[config.mk]
export PLATFORM = sky130hd
export DESIGN_NAME = match_capture_counter_timer
export DESIGN_NICKNAME = d
export VERILOG_FILES = /design/src/rtl/timer_pkg.sv /design/src/rtl/match_capture_counter_timer.sv /design/src/rtl/match_unit.sv
export SDC_FILE = /design/constraint.sdc
export NUM_CORES = 1
export LEC_CHECK = 0
export BUFFER_PORTS_ARGS = -buffer_cell sky130_fd_sc_hd__buf_2
export CAP_MARGIN = 30
export CORE_AREA = 5 5 205 207
export DETAILED_ROUTE_END_ITERATION = 8
export DIE_AREA = 0 0 210 212
export GPL_ROUTABILITY_DRIVEN = 0
export HOLD_SLACK_MARGIN = 0.12
export MAX_ROUTING_LAYER = met4
export PLACE_DENSITY = 0.7
export REMOVE_ABC_BUFFERS = 1
export SYNTH_ARGS = -nofsm -noshare
export SYNTH_HDL_FRONTEND = slang
export SYNTH_SLANG_ARGS = --single-unit
[constraint.sdc]
create_clock -name aclk -period 3 [get_ports aclk]
set_input_delay 0.15 -clock aclk [delete_from_list [all_inputs] [get_ports aclk]]
set_output_delay 0.15 -clock aclk [all_outputs]
set_load 0.02 [all_outputs]
[src/rtl/timer_pkg.sv]
// Shared constants for the match/capture counter-timer
`default_nettype none
package timer_pkg;

    // ==========================================================
    // Register map (byte addresses)
    localparam int         ADDR_W             = 6;
    localparam int         DATA_W             = 32;
    localparam logic [5:0] OFF_CTRL           = 6'h00;
    localparam logic [5:0] OFF_COUNT          = 6'h04;
    localparam logic [5:0] OFF_PRESCALE       = 6'h08;
    localparam logic [5:0] OFF_PRESCALE_COUNT = 6'h0C;
    localparam logic [5:0] OFF_MATCH_CTRL     = 6'h10;
    localparam logic [5:0] OFF_EXT_MATCH      = 6'h14;
    localparam logic [5:0] OFF_INT_FLAGS      = 6'h18;
    localparam logic [5:0] OFF_CAPTURE        = 6'h1C;
    localparam logic [1:0] MATCH_BANK         = 2'h2;  // Offsets 0x20..0x2C, one per match

    // ==========================================================
    // Field layout
    localparam int NUM_MATCH      = 4;
    localparam int CTRL_W         = 10;
    localparam int CTRL_ENABLE    = 0;
    localparam int CTRL_RESET     = 1;
    localparam int CTRL_CNT_MODE  = 2;
    localparam int CTRL_CNT_EDGE  = 3;   // Two bits
    localparam int CTRL_CAP_EDGE  = 5;   // Two bits
    localparam int CTRL_CAP_INT   = 7;
    localparam int CTRL_CLR_EDGE  = 8;   // Two bits
    localparam int MC_INT         = 0;
    localparam int MC_RESET       = 1;
    localparam int MC_STOP        = 2;
    localparam int MC_STRIDE      = 3;
    localparam int MC_W           = 12;
    localparam int EM_ACTION_LSB  = 4;
    localparam int FLAG_W         = 5;
    localparam int FLAG_CAPTURE   = 4;

    // ==========================================================
    // Encodings and reset values
    localparam logic [1:0] EDGE_NONE   = 2'h0;
    localparam logic [1:0] EDGE_RISE   = 2'h1;
    localparam logic [1:0] EDGE_FALL   = 2'h2;
    localparam logic [1:0] EDGE_BOTH   = 2'h3;
    localparam logic [1:0] EXT_NOTHING = 2'h0;
    localparam logic [1:0] EXT_LOW     = 2'h1;
    localparam logic [1:0] EXT_HIGH    = 2'h2;
    localparam logic [1:0] EXT_TOGGLE  = 2'h3;
    localparam logic [1:0] RESP_OKAY   = 2'h0;
    localparam logic [1:0] RESP_SLVERR = 2'h2;
    localparam logic [CTRL_W-1:0] CTRL_RST = 10'h000;

    // Edge detector against a selected polarity
    function automatic logic edge_hit(input logic [1:0] sel,
                                      input logic       prev,
                                      input logic       cur);
        logic rise;
        logic fall;
        rise = !prev && cur;
        fall = prev && !cur;
        case (sel)
            EDGE_RISE: edge_hit = rise;
            EDGE_FALL: edge_hit = fall;
            EDGE_BOTH: edge_hit = rise || fall;
            default:   edge_hit = 1'b0;
        endcase
    endfunction

endpackage

`default_nettype wire

[src/rtl/match_capture_counter_timer.sv]
// Counter-timer with prescaler, four matches, one capture, AXI4-Lite registers
`timescale 1ns/10ps
`default_nettype none

// Notes on behaviour
// - Chip holds two 32-bit and two 16-bit instances; width is a parameter.
// - A programmable prescaler divides counting events before the count advances.
// - Timer mode advances on clock cycles, scaled by the prescaler.
// - Counter mode advances on chosen edges of the count input instead.
// - Four match registers are compared against the count on each counting tick.
// - Match without stop or reset lets counting continue, optional interrupt.
// - Stop-on-match halts counting at the match value, optional interrupt.
// - Reset-on-match returns the count to zero, optional interrupt.
// - Each match drives its output low, high, toggled or unchanged.
// - A capture input transition copies the count into the capture register.
// - A capture event may raise an interrupt when software enables it.
// - A designated capture edge clears both count and prescaler.
// - All flags combine onto one interrupt line; flags stay readable.
module match_capture_counter_timer
    import timer_pkg::*;
#(
    parameter int COUNT_W = 32
) (
    input  wire logic              aclk,
    input  wire logic              aresetn,
    input  wire logic [ADDR_W-1:0] awaddr,
    input  wire logic              awvalid,
    output logic                   awready,
    input  wire logic [DATA_W-1:0] wdata,
    input  wire logic [3:0]        wstrb,
    input  wire logic              wvalid,
    output logic                   wready,
    output logic [1:0]             bresp,
    output logic                   bvalid,
    input  wire logic              bready,
    input  wire logic [ADDR_W-1:0] araddr,
    input  wire logic              arvalid,
    output logic                   arready,
    output logic [DATA_W-1:0]      rdata,
    output logic [1:0]             rresp,
    output logic                   rvalid,
    input  wire logic              rready,
    input  wire logic              count_in,
    input  wire logic              capture_in,
    output logic [NUM_MATCH-1:0]   match_out,
    output logic                   irq
);

    // ==========================================================
    // Elaboration check
    generate
        if (!(COUNT_W == 16 || COUNT_W == 32)) begin : g_bad_width
            $error("COUNT_W must be 16 or 32");
        end
        // Package layout must agree with the match count, or bits overlap
        if (NUM_MATCH * MC_STRIDE > MC_W) begin : g_bad_mc
            $error("match control field too narrow");
        end
        if (FLAG_W != NUM_MATCH + 1 || FLAG_CAPTURE != NUM_MATCH) begin : g_bad_flags
            $error("flag layout does not fit the match count");
        end
        if (3 * NUM_MATCH > DATA_W || CTRL_W > DATA_W || EM_ACTION_LSB != NUM_MATCH) begin : g_bad_map
            $error("register fields exceed the data word");
        end
    endgenerate

    // ==========================================================
    // All module state in one record
    typedef struct packed {
        logic [CTRL_W-1:0]                   ctrl;
        logic [COUNT_W-1:0]                  count;
        logic [COUNT_W-1:0]                  prescale;
        logic [COUNT_W-1:0]                  prescale_count;
        logic [MC_W-1:0]                     match_ctrl;
        logic [NUM_MATCH-1:0]                ext_state;
        logic [2*NUM_MATCH-1:0]              ext_action;
        logic [FLAG_W-1:0]                   flags;
        logic [COUNT_W-1:0]                  capture;
        logic [NUM_MATCH-1:0][COUNT_W-1:0]   match;
        logic                                count_in_prev;
        logic                                capture_in_prev;
        logic                                aw_held;
        logic [ADDR_W-1:0]                   aw_addr;
        logic                                w_held;
        logic [DATA_W-1:0]                   w_data;
        logic [3:0]                          w_strb;
        logic                                bvalid;
        logic [1:0]                          bresp;
        logic                                rvalid;
        logic [1:0]                          rresp;
        logic [DATA_W-1:0]                   rdata;
    } state_t;

    state_t               state_reg;
    state_t               state_next;
    logic                 run;
    logic                 count_evt;
    logic                 tick;
    logic                 cap_evt;
    logic                 clr_evt;
    logic [NUM_MATCH-1:0] hit;
    logic [NUM_MATCH-1:0] ext_next;
    logic [NUM_MATCH-1:0] int_en;
    logic [NUM_MATCH-1:0] reset_en;
    logic [NUM_MATCH-1:0] stop_en;

    // Byte-lane merge of a write into an old register value
    function automatic logic [DATA_W-1:0] merge(input logic [DATA_W-1:0] old,
                                                input logic [DATA_W-1:0] data,
                                                input logic [3:0]        strb);
        logic [DATA_W-1:0] res;
        res = old;
        for (int b = 0; b < 4; b++) begin
            if (strb[b]) begin
                res[8*b +: 8] = data[8*b +: 8];
            end
        end
        return res;
    endfunction

    // ==========================================================
    // Event decode
    // Pins are sampled as synchronous, so one previous sample suffices
    assign run       = state_reg.ctrl[CTRL_ENABLE] && !state_reg.ctrl[CTRL_RESET];
    assign count_evt = state_reg.ctrl[CTRL_CNT_MODE]
                     ? edge_hit(state_reg.ctrl[CTRL_CNT_EDGE +: 2],
                                state_reg.count_in_prev, count_in)
                     : 1'b1;
    assign tick      = run && count_evt
                     && (state_reg.prescale_count == state_reg.prescale);
    assign cap_evt   = edge_hit(state_reg.ctrl[CTRL_CAP_EDGE +: 2],
                                state_reg.capture_in_prev, capture_in);
    assign clr_evt   = edge_hit(state_reg.ctrl[CTRL_CLR_EDGE +: 2],
                                state_reg.capture_in_prev, capture_in);

    // ==========================================================
    // Match channels
    genvar gi;
    generate
        for (gi = 0; gi < NUM_MATCH; gi++) begin : g_match
            assign int_en[gi]   = state_reg.match_ctrl[gi*MC_STRIDE + MC_INT];
            assign reset_en[gi] = state_reg.match_ctrl[gi*MC_STRIDE + MC_RESET];
            assign stop_en[gi]  = state_reg.match_ctrl[gi*MC_STRIDE + MC_STOP];
            match_unit #(
                .WIDTH    (COUNT_W)
            ) u_match (
                .count    (state_reg.count),
                .value    (state_reg.match[gi]),
                .tick     (tick),
                .action   (state_reg.ext_action[2*gi +: 2]),
                .out_cur  (state_reg.ext_state[gi]),
                .hit      (hit[gi]),
                .out_next (ext_next[gi])
            );
        end
    endgenerate

    // ==========================================================
    // Next-state logic: counting, then register writes, then flags, then register reads
    always_comb begin
        logic [ADDR_W-1:0]  wa;
        logic [ADDR_W-1:0]  ra;
        logic [FLAG_W-1:0]  set_mask;
        logic [FLAG_W-1:0]  clr_mask;
        logic [DATA_W-1:0]  rd;
        logic               rd_ok;
        logic               do_write;
        wa       = {state_reg.aw_addr[ADDR_W-1:2], 2'b00};
        ra       = {araddr[ADDR_W-1:2], 2'b00};
        set_mask = '0;
        clr_mask = '0;
        rd       = '0;
        rd_ok    = 1'b1;
        do_write = state_reg.aw_held && state_reg.w_held;
        state_next = state_reg;
        state_next.count_in_prev   = count_in;
        state_next.capture_in_prev = capture_in;

        // Prescaler divides the counting events
        if (run && count_evt) begin
            state_next.prescale_count = tick ? '0
                                      : state_reg.prescale_count + 1'b1;
        end

        // Count advance with match actions; reset outranks stop
        if (tick) begin
            if (|(hit & reset_en)) begin
                state_next.count = '0;
            end else if (|(hit & stop_en)) begin
                state_next.count = state_reg.count;
            end else begin
                state_next.count = state_reg.count + 1'b1;
            end
        end
        if (|(hit & stop_en)) begin
            state_next.ctrl[CTRL_ENABLE] = 1'b0;
        end
        state_next.ext_state = ext_next;
        set_mask[NUM_MATCH-1:0] = hit & int_en;

        // Capture snapshot and optional clear for pulse-width measurement
        if (cap_evt) begin
            state_next.capture = state_reg.count;
            set_mask[FLAG_CAPTURE] = state_reg.ctrl[CTRL_CAP_INT];
        end
        if (clr_evt || state_reg.ctrl[CTRL_RESET]) begin
            state_next.count          = '0;
            state_next.prescale_count = '0;
        end

        // Write channels: each is taken independently and held
        if (awvalid && awready) begin
            state_next.aw_held = 1'b1;
            state_next.aw_addr = awaddr;
        end
        if (wvalid && wready) begin
            state_next.w_held = 1'b1;
            state_next.w_data = wdata;
            state_next.w_strb = wstrb;
        end

        // Register write; software wins over the hardware update, except in the flags, where a new event wins over a clear
        if (do_write) begin
            state_next.aw_held = 1'b0;
            state_next.w_held  = 1'b0;
            state_next.bvalid  = 1'b1;
            state_next.bresp   = RESP_OKAY;
            case (wa)
                OFF_CTRL: state_next.ctrl = CTRL_W'(merge(DATA_W'(state_reg.ctrl),
                    state_reg.w_data, state_reg.w_strb));
                OFF_COUNT: state_next.count = COUNT_W'(merge(DATA_W'(state_reg.count),
                    state_reg.w_data, state_reg.w_strb));
                OFF_PRESCALE: state_next.prescale = COUNT_W'(merge(
                    DATA_W'(state_reg.prescale), state_reg.w_data, state_reg.w_strb));
                OFF_PRESCALE_COUNT: state_next.bresp = RESP_OKAY;   // Read-only, ignored
                OFF_MATCH_CTRL: state_next.match_ctrl = MC_W'(merge(
                    DATA_W'(state_reg.match_ctrl), state_reg.w_data, state_reg.w_strb));
                OFF_EXT_MATCH: begin
                    {state_next.ext_action, state_next.ext_state} =
                        (2*NUM_MATCH+NUM_MATCH)'(merge(
                        DATA_W'({state_reg.ext_action, state_reg.ext_state}),
                        state_reg.w_data, state_reg.w_strb));
                end
                OFF_INT_FLAGS: begin
                    // Write one to clear, lowest byte lane only
                    if (state_reg.w_strb[0]) begin
                        clr_mask = state_reg.w_data[FLAG_W-1:0];
                    end
                end
                OFF_CAPTURE: state_next.bresp = RESP_OKAY;          // Read-only, ignored
                default: begin
                    if (wa[5:4] == MATCH_BANK) begin
                        state_next.match[wa[3:2]] = COUNT_W'(merge(
                            DATA_W'(state_reg.match[wa[3:2]]),
                            state_reg.w_data, state_reg.w_strb));
                    end else begin
                        state_next.bresp = RESP_SLVERR;
                    end
                end
            endcase
        end
        if (state_reg.bvalid && bready) begin
            state_next.bvalid = 1'b0;
        end

        // Sticky flags: a new event wins over a clear in the same cycle
        state_next.flags = (state_reg.flags & ~clr_mask) | set_mask;

        // Register read, answered one edge after the address is taken
        case (ra)
            OFF_CTRL:           rd = DATA_W'(state_reg.ctrl);
            OFF_COUNT:          rd = DATA_W'(state_reg.count);
            OFF_PRESCALE:       rd = DATA_W'(state_reg.prescale);
            OFF_PRESCALE_COUNT: rd = DATA_W'(state_reg.prescale_count);
            OFF_MATCH_CTRL:     rd = DATA_W'(state_reg.match_ctrl);
            OFF_EXT_MATCH:      rd = DATA_W'({state_reg.ext_action, state_reg.ext_state});
            OFF_INT_FLAGS:      rd = DATA_W'(state_reg.flags);
            OFF_CAPTURE:        rd = DATA_W'(state_reg.capture);
            default: begin
                if (ra[5:4] == MATCH_BANK) begin
                    rd = DATA_W'(state_reg.match[ra[3:2]]);
                end else begin
                    rd_ok = 1'b0;
                end
            end
        endcase
        if (arvalid && arready) begin
            state_next.rvalid = 1'b1;
            state_next.rdata  = rd_ok ? rd : '0;
            state_next.rresp  = rd_ok ? RESP_OKAY : RESP_SLVERR;
        end else if (state_reg.rvalid && rready) begin
            state_next.rvalid = 1'b0;
        end
    end

    // ==========================================================
    // State register
    always_ff @(posedge aclk) begin
        if (!aresetn) begin
            state_reg      <= '0;
            state_reg.ctrl <= CTRL_RST;
        end else begin
            state_reg <= state_next;
        end
    end

    // ==========================================================
    // Outputs
    // One write in flight keeps the slave simple; throughput is not a goal here
    assign awready   = !state_reg.aw_held && !state_reg.bvalid;
    assign wready    = !state_reg.w_held && !state_reg.bvalid;
    assign bvalid    = state_reg.bvalid;
    assign bresp     = state_reg.bresp;
    assign arready   = !state_reg.rvalid;
    assign rvalid    = state_reg.rvalid;
    assign rdata     = state_reg.rdata;
    assign rresp     = state_reg.rresp;
    assign match_out = state_reg.ext_state;
    assign irq       = |state_reg.flags;

endmodule

`default_nettype wire

[src/rtl/match_unit.sv]
// One match comparator with its external output action
`timescale 1ns/10ps
`default_nettype none

module match_unit
    import timer_pkg::*;
#(
    parameter int WIDTH = 32
) (
    input  wire logic [WIDTH-1:0] count,
    input  wire logic [WIDTH-1:0] value,
    input  wire logic             tick,
    input  wire logic [1:0]       action,
    input  wire logic             out_cur,
    output logic                  hit,
    output logic                  out_next
);

    // ==========================================================
    // Compare only on an advancing tick, so one match fires once
    assign hit = tick && (count == value);

    // Output action applied on a hit
    always_comb begin
        out_next = out_cur;
        if (hit) begin
            case (action)
                EXT_LOW:    out_next = 1'b0;
                EXT_HIGH:   out_next = 1'b1;
                EXT_TOGGLE: out_next = !out_cur;
                default:    out_next = out_cur;
            endcase
        end
    end

endmodule

`default_nettype wire

==> results summary <==
The flow ran to the end, and the final reports show no timing, DRC or antenna violations. The sequential standard cell area came out at 7520 µm². Cells with a size suffix above 1 make up 16.61% of the layout. The warning count from the yosys run came out at 0.

The global-route wire length before repair came out at 102400 µm. TritonCTS built the clock tree. Summed over all cells, the static leakage comes to 7.872 nW. The number of flip-flops in the largest register came out at 327. The number of placed instances, taps included, is 2793.

The maximum number of pins on one net before global-route repair is 96. The instance area after placement came out at 20850 µm². The TritonCTS buffer count is 41. The total setup buffers inserted after CTS came out at 0. The worst max-slew margin expressed relative to the limit is 31.09%. The net count of the finished layout came out at 2415.

The tightest min-delay check is of the input pin to flop type. The number of optimization iterations in the first detailed-route pass came out at 5. The worst setup path is launched from a flop. The via count of the first global-routing pass came out at 17.13k. Sequential cells were found to cover 38.13% of the synthesized design area.

The peak clock frequency supported by timing came out at 0.3483 GHz. The synthesis-stage register bit count came out at 375. The layout overhead on the synthesized area is 15.51%.

After synthesis, the mean cell area works out to 8.677 µm². The top flip-flop cell by instance count after synthesis is dfxtp_1. The count of distinct cell types in the synthesized netlist came out at 77. The residual antenna-violating net count after detailed routing came out at 0. The final-layout fill cell count came out at 3565. The sum of internal, switching and leakage power is 11.24 mW. The total count of hold-check failures in the final report is 0. Setup repair after global routing left no endpoint under its margin. Summing every instance area after synthesis gives 19690 µm². The instance count of the mapped netlist came out at 2269. The final worst clock skew came out at 0.01698 ns. The initial antenna violation count came out at 1. The number of I/O port buffers is 96. The count of endpoints failing setup in the final report came out at 0.

The async set-or-reset flop fraction in the synthesized netlist came out at 0%. The overall die area came out at 44520 µm². The slew at the pin closest to its max-slew limit is 1.034 ns. At the worst endpoint, the arrival time is 3.31 ns. After routing, the total negative slack on setup checks comes to 0 ns. The required time of the worst setup path came out at 3.44 ns. The final cell count without fillers is 2917.

The clock slew at the register clock pins of the worst setup and hold paths came out at 0.06 ns. In this run the clock root is driven by a clkbuf_16. The final cycle utilization of the critical path came out at 95.71%. The average wire per standard cell came out at 23.26 µm.

The multi-input combinational cell area came out at 11080 µm². The vias per cell is 6.262. The cell area after layout came out at 22740 µm². The maximum buffer depth of the clock tree came out at 3. Across every metal layer, demand over resource in global routing totals 30.21%. The clock latency on the worst-skew pair is 0.56 ns. The number of maximum-capacitance violations is 0. Across the VDD grid, the largest voltage drop is 0.3065 mV. The wire length after detailed routing came out at 67850 µm.

The number of max-slew violations in the final report is 0. After floorplanning, the core was sized to cover 40180 µm². The number of placement rows is 74. The type of the setup path with the least slack is flop to flop. The I/O pin count is 103. In the routed design, unresolved DRC markers number 0. The number of design-rule violations left by the first detailed-router iteration came out at 2219. The total global routing overflow came out at 0. For this design the ratio of total power to cell area is 494.2 nW/µm². The worst-path maximum fanout came out at 11. The worst setup path is captured at a flop.

Summing over every cut layer, the via total after detailed routing is 18.27k. The CTS sink count is 375. The HPWL after detailed placement is 47990 µm. The post-route minimum period is 2.871 ns.

The H-tree depth is 2. For this configuration, the core starts out at a cell density of 48.99%. The vertical die dimension is 212 µm. The chip width is 210 µm. Counting flops with a built-in enable in the synthesized netlist gives 0.
cell type report:
type / count / area share, %
antenna: 1 / 0.01100
clock buffer: 63 / 5.590
inverter: 39 / 0.6767
multi-input combinational: 1629 / 48.74
tap: 532 / 2.927
clock inverter: 12 / 0.3906
timing repair buffer: 266 / 8.599
sequential: 375 / 33.07
critical path, stage by stage, from the launching register on:
cell and delay [ns]:
dfxtp_1 0.44, buf_4 0.27, xnor2_1 0.18, nand4_1 0.15
nor4_2 0.35, buf_4 0.20, nand3_1 0.09, o2111a_1 0.28
buf_4 0.22, buf_4 0.13, a21oi_1 0.13, nor2_1 0.05
o221a_2 0.27
power breakdown:
| part | total, mW | internal, mW | switching, mW |
|---|---|---|---|
| logic | 0.924 | 0.339 | 0.585 |
| clock network | 5.10 | 3.00 | 2.10 |
| registers | 5.21 | 5.07 | 0.146 |
cells in the final DEF (no fill, tap or decap), drive strengths merged, types with 78 or more instances in the layout:
| master | instances |
|---|---|
| dfxtp | 375 |
| nor2 | 275 |
| buf | 218 |
| nand2 | 203 |
| xnor2 | 176 |
| a21oi | 170 |
| a211oi | 138 |
| mux2i | 97 |
| nand3 | 89 |
| o21ai | 78 |
path summary, 6_finish.rpt:
check                 start        endpoint  slack [ns]  cells after the start
max reg2reg  state_reg[346]  state_reg[337]        0.13                     12
max          state_reg[346]  state_reg[337]        0.13                     12
min reg2reg        bresp[1]        bresp[1]        0.46                      2
min                 awvalid   state_reg[81]        0.15                      4
synthesized netlist by cell type (11+ instances only):
master,n,area share [%]
and3_1,15,0.48
nand2_1,203,3.9
and2_1,11,0.35
a211oi_1,138,5.3
nand4_1,52,1.7
a21oi_1,169,4.3
dfxtp_1,375,38
inv_1,36,0.69
o21ai_0,75,1.9
clkbuf_1,136,2.6
a31oi_1,37,1.2
xnor2_1,176,7.8
a22oi_1,21,0.80
mux4_2,64,7.3
xor2_1,17,0.76
a22o_1,23,1.0
nand3_1,88,2.2
buf_4,40,1.5
or3_1,11,0.35
nor2_1,274,5.2
mux2i_1,97,4.9
buf_1,17,0.32
nor4_1,13,0.41
nor3_1,15,0.38
buf_2,33,0.84
timing repair:
action / 4_1_cts / 5_1_grt
endpoints found under the hold margin: 56 / 0
setup endpoints to repair: 0 / 10
gates resized for setup: 0 / 15
hold buffers: 48 / 0
routing by layer:
| metal | track usage (%) | wire length (µm) |
|---|---|---|
| met4 | 16.11 | 4308 |
| met2 | 44.23 | 29290 |
| met3 | 5.179 | 7227 |
| met5 | - | 0 |
| met1 | 40.20 | 27030 |
per-stage QoR:
stage | utilization, % | hold WS (ns) | setup slack, ns
2_1_floorplan | - | 0.2490 | -3.690
3_3_place_gp | 51.87 | 0.3385 | 0.007535
3_5_place_dp | 51.89 | 0.3448 | 0.09094
4_1_cts | 56.47 | 0.1229 | 0.07513
5_1_grt | 56.59 | 0.1865 | 0.07056
6_report | 56.59 | 0.1497 | 0.1286
logic make-up (layout without fill, tap and decap cells):
family          after synthesis  count (layout)  share of synthesized area, %
simple gates                717             717                         16.33
compound gates              544             544                         17.91
flops                       375             375                         38.13
buf+inv                     266             380                         6.050
xor+xnor                    193             193                         8.586
mux                         167             167                         12.60
fa+ha+maj                     6               6                        0.3813
other cells                   1               3                       0.01905
Power figures use the tool's default switching activity.
